[src/shared/dct_pkg.sv]
// Package with register map, field positions and reset values of the dual counter/timer block
package dct_pkg;
  // Register offsets (bank D)
  localparam logic [3:0] NCTL_OFF = 4'h0;
  localparam logic [3:0] AUX1_OFF = 4'h1;
  localparam logic [3:0] WCTL_OFF = 4'h2;
  localparam logic [3:0] AUX3_OFF = 4'h3;
  localparam logic [3:0] NHL_OFF = 4'h4;
  localparam logic [3:0] NHH_OFF = 4'h5;
  localparam logic [3:0] WHL_OFF = 4'h6;
  localparam logic [3:0] WHH_OFF = 4'h7;
  localparam logic [3:0] WCL_OFF = 4'h8;
  localparam logic [3:0] WCH_OFF = 4'h9;
  localparam logic [3:0] NCL_OFF = 4'ha;
  localparam logic [3:0] NCH_OFF = 4'hb;
  localparam logic [3:0] IST_OFF = 4'hc;
  localparam logic [3:0] IMK_OFF = 4'hd;
  localparam logic [3:0] MODE_OFF = 4'he;
  // Control field positions
  localparam int RUN_BIT = 7;
  localparam int SGL_BIT = 6;
  localparam int TOF_BIT = 5;
  localparam int CLK_HI = 4;
  localparam int CLK_LO = 3;
  localparam int CAP_BIT = 2;
  localparam int TIE_BIT = 1;
  localparam int PIN_BIT = 0;
  // Reset values
  localparam logic [7:0] CTL_RST = 8'h00;
  localparam logic [7:0] AUX3_RST = 8'h1f;
  localparam logic [7:0] HOLD_RST = 8'h00;
  // Fields kept across stop-mode recovery
  localparam logic [7:0] NCTL_KEEP = 8'h3c;
  localparam logic [7:0] WCTL_KEEP = 8'h3c;
  localparam logic [7:0] AUX1_KEEP = 8'h30;
  // Interrupt status bit layout
  localparam int IRQ_W = 4;
  localparam int EV_NTO = 0;
  localparam int EV_WTO = 1;
  localparam int EV_NCAP = 2;
  localparam int EV_WCAP = 3;
  // Operating mode encodings (mode register bits 1:0)
  localparam logic [1:0] MODE_TX = 2'h0;
  localparam logic [1:0] MODE_DEMOD = 2'h1;
  localparam logic [1:0] MODE_PING = 2'h2;

  // Register bus request
  typedef struct packed {
    logic [3:0] addr;
    logic [7:0] wdata;
    logic wr;
    logic rd;
  } dct_bus_s;
endpackage : dct_pkg

[src/design/dct_top.sv]
// Dual counter/timer control: narrow and wide counters, register file, interrupts
//
// Contract
// - Bit 7 runs or stops each counter
// - Modulo mode reloads from hold at terminal count
// - Single-pass mode halts at terminal count, except the wide counter in demod
// - Demod bit 6 gates wide counter edges
// - Bit 5 timeout flag, write one clears
// - Timeout flags set at every terminal count
// - Ping-pong alternates run bits at terminal count
// - Bits 4:3 select clock divide 1/2/4/8
// - Bit 2 enables capture interrupt
// - Wide bit 1 enables timeout interrupt
// - Wide bit 0 routes output to pin
// - Double-default fields survive stop-mode recovery
// - Wide control bits 5:2 survive recovery
// - Hold registers at offsets 04, 05, 06, 07
// - Wide and narrow counters raise separate requests
// - Reset values zero, aux three 1f
`timescale 1ns/1ns
module dct_top (
  // Clock and resets
  input wire logic clk,
  input wire logic resetn,
  input wire logic stop_wake_recovery,
  // Register port
  input wire dct_pkg::dct_bus_s bus,
  output logic [7:0] rdata,
  // Demodulation edge input and port data for the shared pin
  input wire logic demod_in,
  input wire logic port_out_bit,
  // Pins and requests
  output logic shared_timer_pin,
  output logic wide_timeout_request,
  output logic narrow_timeout_request,
  output logic irq
);
  import dct_pkg::*;

  // Software-visible control, hold and capture registers
  logic [7:0] nctl_r;
  logic [7:0] aux1_r;
  logic [7:0] wctl_r;
  logic [7:0] aux3_r;
  logic [7:0] mode_r;
  logic [7:0] nhl_r;
  logic [7:0] nhh_r;
  logic [7:0] whl_r;
  logic [7:0] whh_r;
  logic [7:0] wcl_r;
  logic [7:0] wch_r;
  logic [7:0] ncl_r;
  logic [7:0] nch_r;
  // Interrupt status and mask
  logic [IRQ_W-1:0] ist_r;
  logic [IRQ_W-1:0] imk_r;
  // Down counters and their output toggles
  logic [7:0] ncnt_r;
  logic [15:0] wcnt_r;
  logic nout_r;
  logic wout_r;
  // Demodulation input synchroniser stages
  logic din_m_r;
  logic din_s_r;
  logic din_d_r;
  // Registered read data
  logic [7:0] rdata_r;
  // Count ticks, terminal counts and edge strobe
  logic n_tick;
  logic w_tick;
  logic n_tc;
  logic w_tc;
  logic edge_seen;
  // Run-bit control and mode decode
  logic n_halt;
  logic w_halt;
  logic ping;
  // Interrupt events and control-register write decodes
  logic [IRQ_W-1:0] ev;
  logic wr_n;
  logic wr_w;

  // Mode decode and control-register write strobes
  assign ping = (mode_r[1:0] == MODE_PING);
  assign wr_n = bus.wr && (bus.addr == NCTL_OFF);
  assign wr_w = bus.wr && (bus.addr == WCTL_OFF);

  // Prescalers, one per counter
  dct_prescale u_npre (
    .clk(clk),
    .resetn(resetn),
    .run(nctl_r[RUN_BIT]),
    .sel(nctl_r[CLK_HI:CLK_LO]),
    .tick(n_tick)
  );
  dct_prescale u_wpre (
    .clk(clk),
    .resetn(resetn),
    .run(wctl_r[RUN_BIT]),
    .sel(wctl_r[CLK_HI:CLK_LO]),
    .tick(w_tick)
  );

  // Terminal count when a counter at one is ticked
  assign n_tc = n_tick && (ncnt_r == 8'h01);
  assign w_tc = w_tick && (wcnt_r == 16'h0001);
  // Halt in single pass outside ping-pong; the wide counter also does not halt in demod
  // Ping-pong owns the run bits, so single pass does not halt there
  assign n_halt = n_tc && nctl_r[SGL_BIT] && !ping;
  assign w_halt = w_tc && wctl_r[SGL_BIT] && !ping && (mode_r[1:0] != MODE_DEMOD);

  // Demodulation input synchroniser and edge detector
  // Only the second and third stages feed logic; the first may be metastable
  always_ff @(posedge clk or negedge resetn) begin
    if (!resetn) begin
      din_m_r <= 1'b0;
      din_s_r <= 1'b0;
      din_d_r <= 1'b0;
    end else begin
      din_m_r <= demod_in;
      din_s_r <= din_m_r;
      din_d_r <= din_s_r;
    end
  end
  assign edge_seen = (din_s_r ^ din_d_r) && !wctl_r[SGL_BIT];

  // Narrow counter: reload from hold at terminal count or when stopped
  // Stopped counters preload the hold of the phase they resume in,
  // so the first count after enable is a full half period
  always_ff @(posedge clk or negedge resetn) begin
    if (!resetn) begin
      ncnt_r <= HOLD_RST;
      nout_r <= 1'b0;
    end else if (!nctl_r[RUN_BIT]) begin
      ncnt_r <= nout_r ? nhh_r : nhl_r;
    end else if (n_tc) begin
      nout_r <= ~nout_r;
      ncnt_r <= nout_r ? nhl_r : nhh_r;
    end else if (n_tick) begin
      ncnt_r <= ncnt_r - 8'h01;
    end
  end

  // Wide counter: counts down in transmit, captures on edges in demod
  // An edge restarts the count so each capture holds one interval
  always_ff @(posedge clk or negedge resetn) begin
    if (!resetn) begin
      wcnt_r <= 16'h0000;
      wout_r <= 1'b0;
    end else if (!wctl_r[RUN_BIT]) begin
      wcnt_r <= {whh_r, whl_r};
    end else if (mode_r[1:0] == MODE_DEMOD && edge_seen) begin
      wcnt_r <= {whh_r, whl_r};
    end else if (w_tc) begin
      wout_r <= ~wout_r;
      wcnt_r <= {whh_r, whl_r};
    end else if (w_tick) begin
      wcnt_r <= wcnt_r - 16'h0001;
    end
  end

  // Capture registers: wide latches count on edges, narrow ones are written only by software
  always_ff @(posedge clk or negedge resetn) begin
    if (!resetn) begin
      wcl_r <= HOLD_RST;
      wch_r <= HOLD_RST;
      ncl_r <= HOLD_RST;
      nch_r <= HOLD_RST;
    end else begin
      if (wctl_r[RUN_BIT] && mode_r[1:0] == MODE_DEMOD && edge_seen) begin
        wcl_r <= wcnt_r[7:0];
        wch_r <= wcnt_r[15:8];
      end else begin
        if (bus.wr && bus.addr == WCL_OFF) begin
          wcl_r <= bus.wdata;
        end
        if (bus.wr && bus.addr == WCH_OFF) begin
          wch_r <= bus.wdata;
        end
      end
      if (bus.wr && bus.addr == NCL_OFF) begin
        ncl_r <= bus.wdata;
      end
      if (bus.wr && bus.addr == NCH_OFF) begin
        nch_r <= bus.wdata;
      end
    end
  end

  // Hold and auxiliary registers, plain read/write
  // Stop-mode recovery leaves holds alone and returns aux and mode fields
  always_ff @(posedge clk or negedge resetn) begin
    if (!resetn) begin
      nhl_r <= HOLD_RST;
      nhh_r <= HOLD_RST;
      whl_r <= HOLD_RST;
      whh_r <= HOLD_RST;
      aux1_r <= CTL_RST;
      aux3_r <= AUX3_RST;
      mode_r <= CTL_RST;
    end else if (stop_wake_recovery) begin
      aux1_r <= aux1_r & AUX1_KEEP;
      aux3_r <= AUX3_RST;
      mode_r <= CTL_RST;
    end else if (bus.wr) begin
      unique case (bus.addr)
        NHL_OFF: nhl_r <= bus.wdata;
        NHH_OFF: nhh_r <= bus.wdata;
        WHL_OFF: whl_r <= bus.wdata;
        WHH_OFF: whh_r <= bus.wdata;
        AUX1_OFF: aux1_r <= bus.wdata;
        AUX3_OFF: aux3_r <= bus.wdata;
        MODE_OFF: mode_r <= {6'h00, bus.wdata[1:0]};
        default: ;
      endcase
    end
  end

  // Narrow control: software fields, hardware run hand-over and timeout flag
  // Hardware run changes follow the software write so they take priority
  always_ff @(posedge clk or negedge resetn) begin
    if (!resetn) begin
      nctl_r <= CTL_RST;
    end else if (stop_wake_recovery) begin
      nctl_r <= nctl_r & NCTL_KEEP;
    end else begin
      if (wr_n) begin
        nctl_r[RUN_BIT] <= bus.wdata[RUN_BIT];
        nctl_r[SGL_BIT] <= bus.wdata[SGL_BIT];
        nctl_r[CLK_HI:CLK_LO] <= bus.wdata[CLK_HI:CLK_LO];
        nctl_r[CAP_BIT] <= bus.wdata[CAP_BIT];
      end
      if (n_halt || (ping && n_tc)) nctl_r[RUN_BIT] <= 1'b0;
      if (ping && w_tc) nctl_r[RUN_BIT] <= 1'b1;
      // Set wins over write-one clear
      if (n_tc) begin
        nctl_r[TOF_BIT] <= 1'b1;
      end else if (wr_n && bus.wdata[TOF_BIT]) begin
        nctl_r[TOF_BIT] <= 1'b0;
      end
    end
  end

  // Wide control: same layout plus timeout mask and pin route
  always_ff @(posedge clk or negedge resetn) begin
    if (!resetn) begin
      wctl_r <= CTL_RST;
    end else if (stop_wake_recovery) begin
      wctl_r <= wctl_r & WCTL_KEEP;
    end else begin
      if (wr_w) begin
        wctl_r[RUN_BIT] <= bus.wdata[RUN_BIT];
        wctl_r[SGL_BIT] <= bus.wdata[SGL_BIT];
        wctl_r[CLK_HI:CLK_LO] <= bus.wdata[CLK_HI:CLK_LO];
        wctl_r[CAP_BIT] <= bus.wdata[CAP_BIT];
        wctl_r[TIE_BIT] <= bus.wdata[TIE_BIT];
        wctl_r[PIN_BIT] <= bus.wdata[PIN_BIT];
      end
      if (w_halt || (ping && w_tc)) wctl_r[RUN_BIT] <= 1'b0;
      if (ping && n_tc) wctl_r[RUN_BIT] <= 1'b1;
      if (w_tc) begin
        wctl_r[TOF_BIT] <= 1'b1;
      end else if (wr_w && bus.wdata[TOF_BIT]) begin
        wctl_r[TOF_BIT] <= 1'b0;
      end
    end
  end

  // Events: timeouts and captures
  // Capture events only reach status; the request pins carry timeouts
  always_comb begin
    ev = '0;
    ev[EV_NTO] = n_tc;
    ev[EV_WTO] = w_tc;
    ev[EV_NCAP] = n_tc && nctl_r[CAP_BIT];
    ev[EV_WCAP] = wctl_r[RUN_BIT] && (mode_r[1:0] == MODE_DEMOD) && edge_seen
                  && wctl_r[CAP_BIT];
  end

  // Sticky status, write one to clear, set wins
  always_ff @(posedge clk or negedge resetn) begin
    if (!resetn) begin
      ist_r <= '0;
      imk_r <= '0;
    end else begin
      for (int i = 0; i < IRQ_W; i++) begin
        if (ev[i]) begin
          ist_r[i] <= 1'b1;
        end else if (bus.wr && bus.addr == IST_OFF && bus.wdata[i]) begin
          ist_r[i] <= 1'b0;
        end
      end
      if (bus.wr && bus.addr == IMK_OFF) begin
        imk_r <= bus.wdata[IRQ_W-1:0];
      end
    end
  end

  // Timeout requests in the cycle the flag sets, gated by masks
  assign wide_timeout_request = w_tc && wctl_r[TIE_BIT];
  assign narrow_timeout_request = n_tc && nctl_r[CAP_BIT];
  assign irq = |(ist_r & imk_r);

  // Shared pin: wide counter output or ordinary port data
  // Registered so the pin does not glitch when the route bit changes
  always_ff @(posedge clk or negedge resetn) begin
    if (!resetn) begin
      shared_timer_pin <= 1'b0;
    end else begin
      shared_timer_pin <= wctl_r[PIN_BIT] ? wout_r : port_out_bit;
    end
  end

  // Read data, one cycle after the read strobe, zero otherwise
  // Idle cycles return zero so stale data is never taken for an answer
  always_ff @(posedge clk or negedge resetn) begin
    if (!resetn) begin
      rdata_r <= 8'h00;
    end else if (bus.rd) begin
      unique case (bus.addr)
        NCTL_OFF: rdata_r <= nctl_r;
        AUX1_OFF: rdata_r <= aux1_r;
        WCTL_OFF: rdata_r <= wctl_r;
        AUX3_OFF: rdata_r <= aux3_r;
        NHL_OFF: rdata_r <= nhl_r;
        NHH_OFF: rdata_r <= nhh_r;
        WHL_OFF: rdata_r <= whl_r;
        WHH_OFF: rdata_r <= whh_r;
        WCL_OFF: rdata_r <= wcl_r;
        WCH_OFF: rdata_r <= wch_r;
        NCL_OFF: rdata_r <= ncl_r;
        NCH_OFF: rdata_r <= nch_r;
        IST_OFF: rdata_r <= {4'h0, ist_r};
        IMK_OFF: rdata_r <= {4'h0, imk_r};
        MODE_OFF: rdata_r <= mode_r;
        default: rdata_r <= 8'h00;
      endcase
    end else begin
      rdata_r <= 8'h00;
    end
  end
  assign rdata = rdata_r;
endmodule : dct_top

[src/design/dct_prescale.sv]
// Count-clock tick generator dividing the system clock by 1, 2, 4 or 8
`timescale 1ns/1ns
module dct_prescale (
  // Clock and reset
  input wire logic clk,
  input wire logic resetn,
  // Control
  input wire logic run,
  input wire logic [1:0] sel,
  // Tick out
  output logic tick
);
  import dct_pkg::*;

  logic [2:0] div_r;

  // Free divider held at zero while stopped so each start is aligned
  always_ff @(posedge clk or negedge resetn) begin
    if (!resetn) begin
      div_r <= 3'h0;
    end else if (!run) begin
      div_r <= 3'h0;
    end else begin
      div_r <= div_r + 3'h1;
    end
  end

  // Tick when the low sel bits of the divider are all ones
  always_comb begin
    unique case (sel)
      2'b00: tick = run;
      2'b01: tick = run & div_r[0];
      2'b10: tick = run & (&div_r[1:0]);
      2'b11: tick = run & (&div_r[2:0]);
    endcase
  end
endmodule : dct_prescale

[config.mk]
export PLATFORM = sky130hd
export DESIGN_NAME = dct_top
export DESIGN_NICKNAME = d
export VERILOG_FILES = /design/src/shared/dct_pkg.sv /design/src/design/dct_top.sv /design/src/design/dct_prescale.sv
export SDC_FILE = /design/constraint.sdc
export NUM_CORES = 1
export LEC_CHECK = 0
export BUFFER_PORTS_ARGS = -buffer_cell sky130_fd_sc_hd__buf_2
export CAP_MARGIN = 20
export CORE_MARGIN = 2
export CORE_UTILIZATION = 35
export CTS_CLUSTER_DIAMETER = 100
export DETAILED_ROUTE_END_ITERATION = 10
export PLACE_DENSITY = 0.58
export SYNTH_ARGS = -nofsm -noshare
export SYNTH_HDL_FRONTEND = slang
export SYNTH_SLANG_ARGS = --single-unit
[constraint.sdc]
create_clock -name clk -period 2.3 [get_ports clk]
set_clock_uncertainty 0.2 [all_clocks]
set_input_delay 0.345 -clock clk [delete_from_list [all_inputs] [get_ports clk]]
set_output_delay 0.345 -clock clk [all_outputs]
set_load 0.005 [all_outputs]
==> run_results.csv <==
group,metric,value,unit
clock_network,cts_buffers,17,
global_routing,grt_pass1_wl,37300,µm
power,cellLeakagePower,4.31,nW
clock_network,clockBufferDepth,2,
critical_path,required,1.75,ns
logic_synthesis,synth_ff_type,"dfrtp_1",
finish,fin_nets,877,
power,power_density,819,mW/mm²
power,power_switching,2.31,mW
power,p_clk_frac,0.373,
clock_network,clk_latency,0.43,ns
routing,drt_wl_total,23500,µm
sta,fin_ws,-0.347,ns
power,finalPower,7.98,mW
min_path,whs_path_depth,2,
sta,max_freq,0.378,GHz
sta,fin_crit,2.65,ns
sta,setup_viol,2,
sta,drv_slew,0,
logic_synthesis,synth.top_cell.area_share,0.449,
sta,fin_tns_setup,-0.452,ns
routing,routed_via_density,5.58,
logic_synthesis,syn_avg_cell_area,10.5,µm²
floorplanning,core,0.0225,mm²
placed_design,hpwl,17100,µm
power,sequentialPowerShare,0.435,
routing,dr.first_iter.drc_count,606,
sta,hold_viol,0,
outcome,violations,"negative setup slack",
clock_network,cts_root_buf,"clkbuf_16",
floorplanning,rows,55,
placed_design,place_congestion,0.888,
routing,detail-route-antenna-nets,0,
power,power.internal,5.67,mW
finish,final_area,0.00974,mm²
floorplanning,ios,31,
logic_synthesis,ys_seq_area_frac,0.465,
global_routing,grt.total_usage,0.203,
placed_design,preCtsSetupSlack,0.0225,ns
finish,antenna_cells,0,
floorplanning,die_h,155,µm
sta,fin_crit_sh,1.15,
global_routing,grt_start_max_net_pins,46,
clock_network,clk_pin_slew,0.06,ns
sta,rsz0062_at_grt,"true",
clock_network,cts_sinks,148,
floorplanning,start_util,0.354,
global_routing,overflow,0,
logic_synthesis,synth_edf_count,0,
placed_design,portBuffers,30,
flow_run,cap_violations,0,
power,irDropWorstVdd,500,µV
logic_synthesis,synth_warnings,0,
critical_path,setup.worst_path.start_class,"flop",
clock_network,cts_tree,"done",
floorplanning,dieWidth,155,µm
outcome,status,"finished, violations left",
critical_path,cp.arrival,2.10,ns
logic_synthesis,synth_area_leader_cell,"dfrtp_1",
logic_synthesis,async_flop_share,1.00,
critical_path,crit_type,"reg -> out",
min_path,holdCritPathClass,"in -> reg",
routing,via_count,6405,
logic_synthesis,syn_nets,788,
sta,worstMarginPinSlew,0.590,ns
finish,area.growth.synth_to_final,22.1,%
power,swShare,0.289,
logic_synthesis,synth.area.top_cells,"dfrtp_1, mux2_2, mux2i_1",
critical_path,cp-end-kind,"output pin",
global_routing,grt_pass1_vias,6354,
logic_synthesis,ys_ff_latch,148,
routing,route.detailed.drc,0,
sta,slew_headroom,0.604,
logic_synthesis,netlist_area,0.00798,mm²
floorplanning,dieArea,0.0240,mm²
clock_network,htreeDepth,4,
routing,wl_per_cell,20.4,µm
power,combPwrFrac,0.192,
routing,dr.pass1.iters,8,
logic_synthesis,synth_cells,761,
global_routing,antenna_found_initial,0,
critical_path,cp_max_fo,2,
finish,layout-drive-gt1-share,0.294,
placed_design,placed_area,0.00888,mm²
logic_synthesis,ys_types,79,
critical_path,reg2reg_depth,8,
[registers in the layout, indices dropped and copies added (netlist names), 2 cells and up]
signal	cells
u_wpre.div_r	3
ncl_r	8
nctl_r	6
wcnt_r	16
imk_r	4
ist_r	4
whh_r	8
whl_r	8
wch_r	8
rdata	8
nch_r	8
mode_r	2
nhh_r	8
aux3_r	8
wctl_r	8
aux1_r	8
u_npre.div_r	3
ncnt_r	8
wcl_r	8
nhl_r	8
[critical path: stages, from the launching register on]
cell	delay [ns]
dfrtp_1	0.38
ha_2	0.19
ha_2	0.16
mux2_4	0.26
o211ai_1	0.20
and2b_1	0.22
and2_4	0.16
buf_6	0.11
[power groups by stage]
| stage | clock (mW) | sequential (mW) | combinational, mW |
|---|---|---|---|
| after floorplan | 0 | 3.33 | 1.05 |
| after CTS | 3.01 | 3.47 | 1.51 |
| after global routing | 3.13 | 3.53 | 1.70 |
| after detailed placement | 0 | 3.51 | 1.49 |
| final | 2.98 | 3.47 | 1.53 |
| after global placement | 0 | 3.50 | 1.47 |
[cell usage in the layout, fill, tap and decap left out, types with 4 or more instances in the layout]
cell           instances
dfrtp_1              143
buf_4                 70
nand2_1               68
nor2_1                65
mux2_2                59
mux2i_1               57
a21oi_1               41
o21ai_0               34
buf_2                 27
nand3_1               20
clkbuf_16             17
inv_1                 15
o221ai_1              11
a22oi_1               10
a31oi_1               10
and3_1                10
nor3_1                 9
nand2b_1               8
nor2b_1                8
and2_1                 8
buf_12                 8
buf_6                  7
nor3b_1                6
clkbuf_8               6
a22o_1                 5
a32oi_1                5
nand3b_1               5
nand4_1                5
a21o_1                 5
xnor2_1                5
dfstp_2                5
dlygate4sd3_1          5
a32o_1                 4
a2bb2oi_1              4
nand2_2                4
ha_1                   4
[kinds of logic (layout without fill, tap and decap cells)]
group	count (synthesis)	count (layout)	synth area share
AOI/OAI and AO/OA	165	165	0.143
adders and majority gates	8	8	0.0125
muxes	121	121	0.166
and+or+nand+nor	247	247	0.164
xor gates and xnor gates	8	8	0.00878
buffers and inverters	64	166	0.0402
DFF	148	148	0.465
[stage by stage]
step	cells	hold slack [ns]	util
finish	1148	0.0730	0.433
global route	1148	0.0602	0.433
CTS	1146	0.0455	0.430
detailed placement	1101	0.102	0.394
global placement	1101	0.107	0.394
floorplan	761	-0.151	-
[cells in the mapped netlist (7+ instances only)]
library cell,n
and3_1,11
a31oi_1,10
nand2b_1,8
nand3_1,20
buf_2,19
a21oi_1,41
o21ai_0,34
nor3_1,9
nor2b_1,8
dfrtp_1,143
a22oi_1,11
nand2_1,68
clkbuf_1,18
nor3b_1,7
mux2i_1,57
nor2_1,65
inv_1,15
ha_1,8
mux2_2,60
and2_1,9
o221ai_1,11
[path summary, 6_finish.rpt]
kind,start,endpoint,slack [ns]
worst max register to register,u_wpre.div_r[0]$_DFF_PN0_,wcnt_r[8]$_DFFE_PN0P_,0.05
worst max-delay path,u_npre.div_r[0]$_DFF_PN0_,narrow_timeout_request,-0.35
min in group asynchronous,resetn,wcnt_r[0]$_DFFE_PN0P_,0.21
worst min register to register,din_m_r$_DFF_PN0_,din_s_r$_DFF_PN0_,0.15
max in group asynchronous,resetn,aux3_r[4]$_DFFE_PN1P_,0.94
worst min-delay path,stop_wake_recovery,aux3_r[7]$_DFFE_PN0P_,0.07
[repair_timing]
item	4_1_cts	5_1_grt
pin swaps	7	7
hold buffers	5	0
endpoints found under the hold margin	42	0
setup buffers	8	4
gates resized for setup	11	10
setup endpoints to repair	2	21
[cell type report]
type                       instances  area [µm²]
fill                            2114       12800
multi-input combinational        549        4030
sequential                       148        3710
timing repair buffer             117         950
clock buffer                      24         512
tap                              285         357
clock inverter                     8         120
inverter                          17        63.8
[layer usage]
| layer | part of all wire | wire length [µm] | track usage | vias up |
|---|---|---|---|---|
| met2 | 0.46 | 10900 | 0.319 | 208 |
| met4 | 0.012 | 282 | 0.0454 | 0 |
| li1 | - | - | - | 2951 |
| met3 | 0.055 | 1280 | 0.0359 | 20 |
| met1 | 0.47 | 11000 | 0.294 | 3226 |
| met5 | 0 | 0 | 0 | - |
Power figures use the tool's default switching activity.
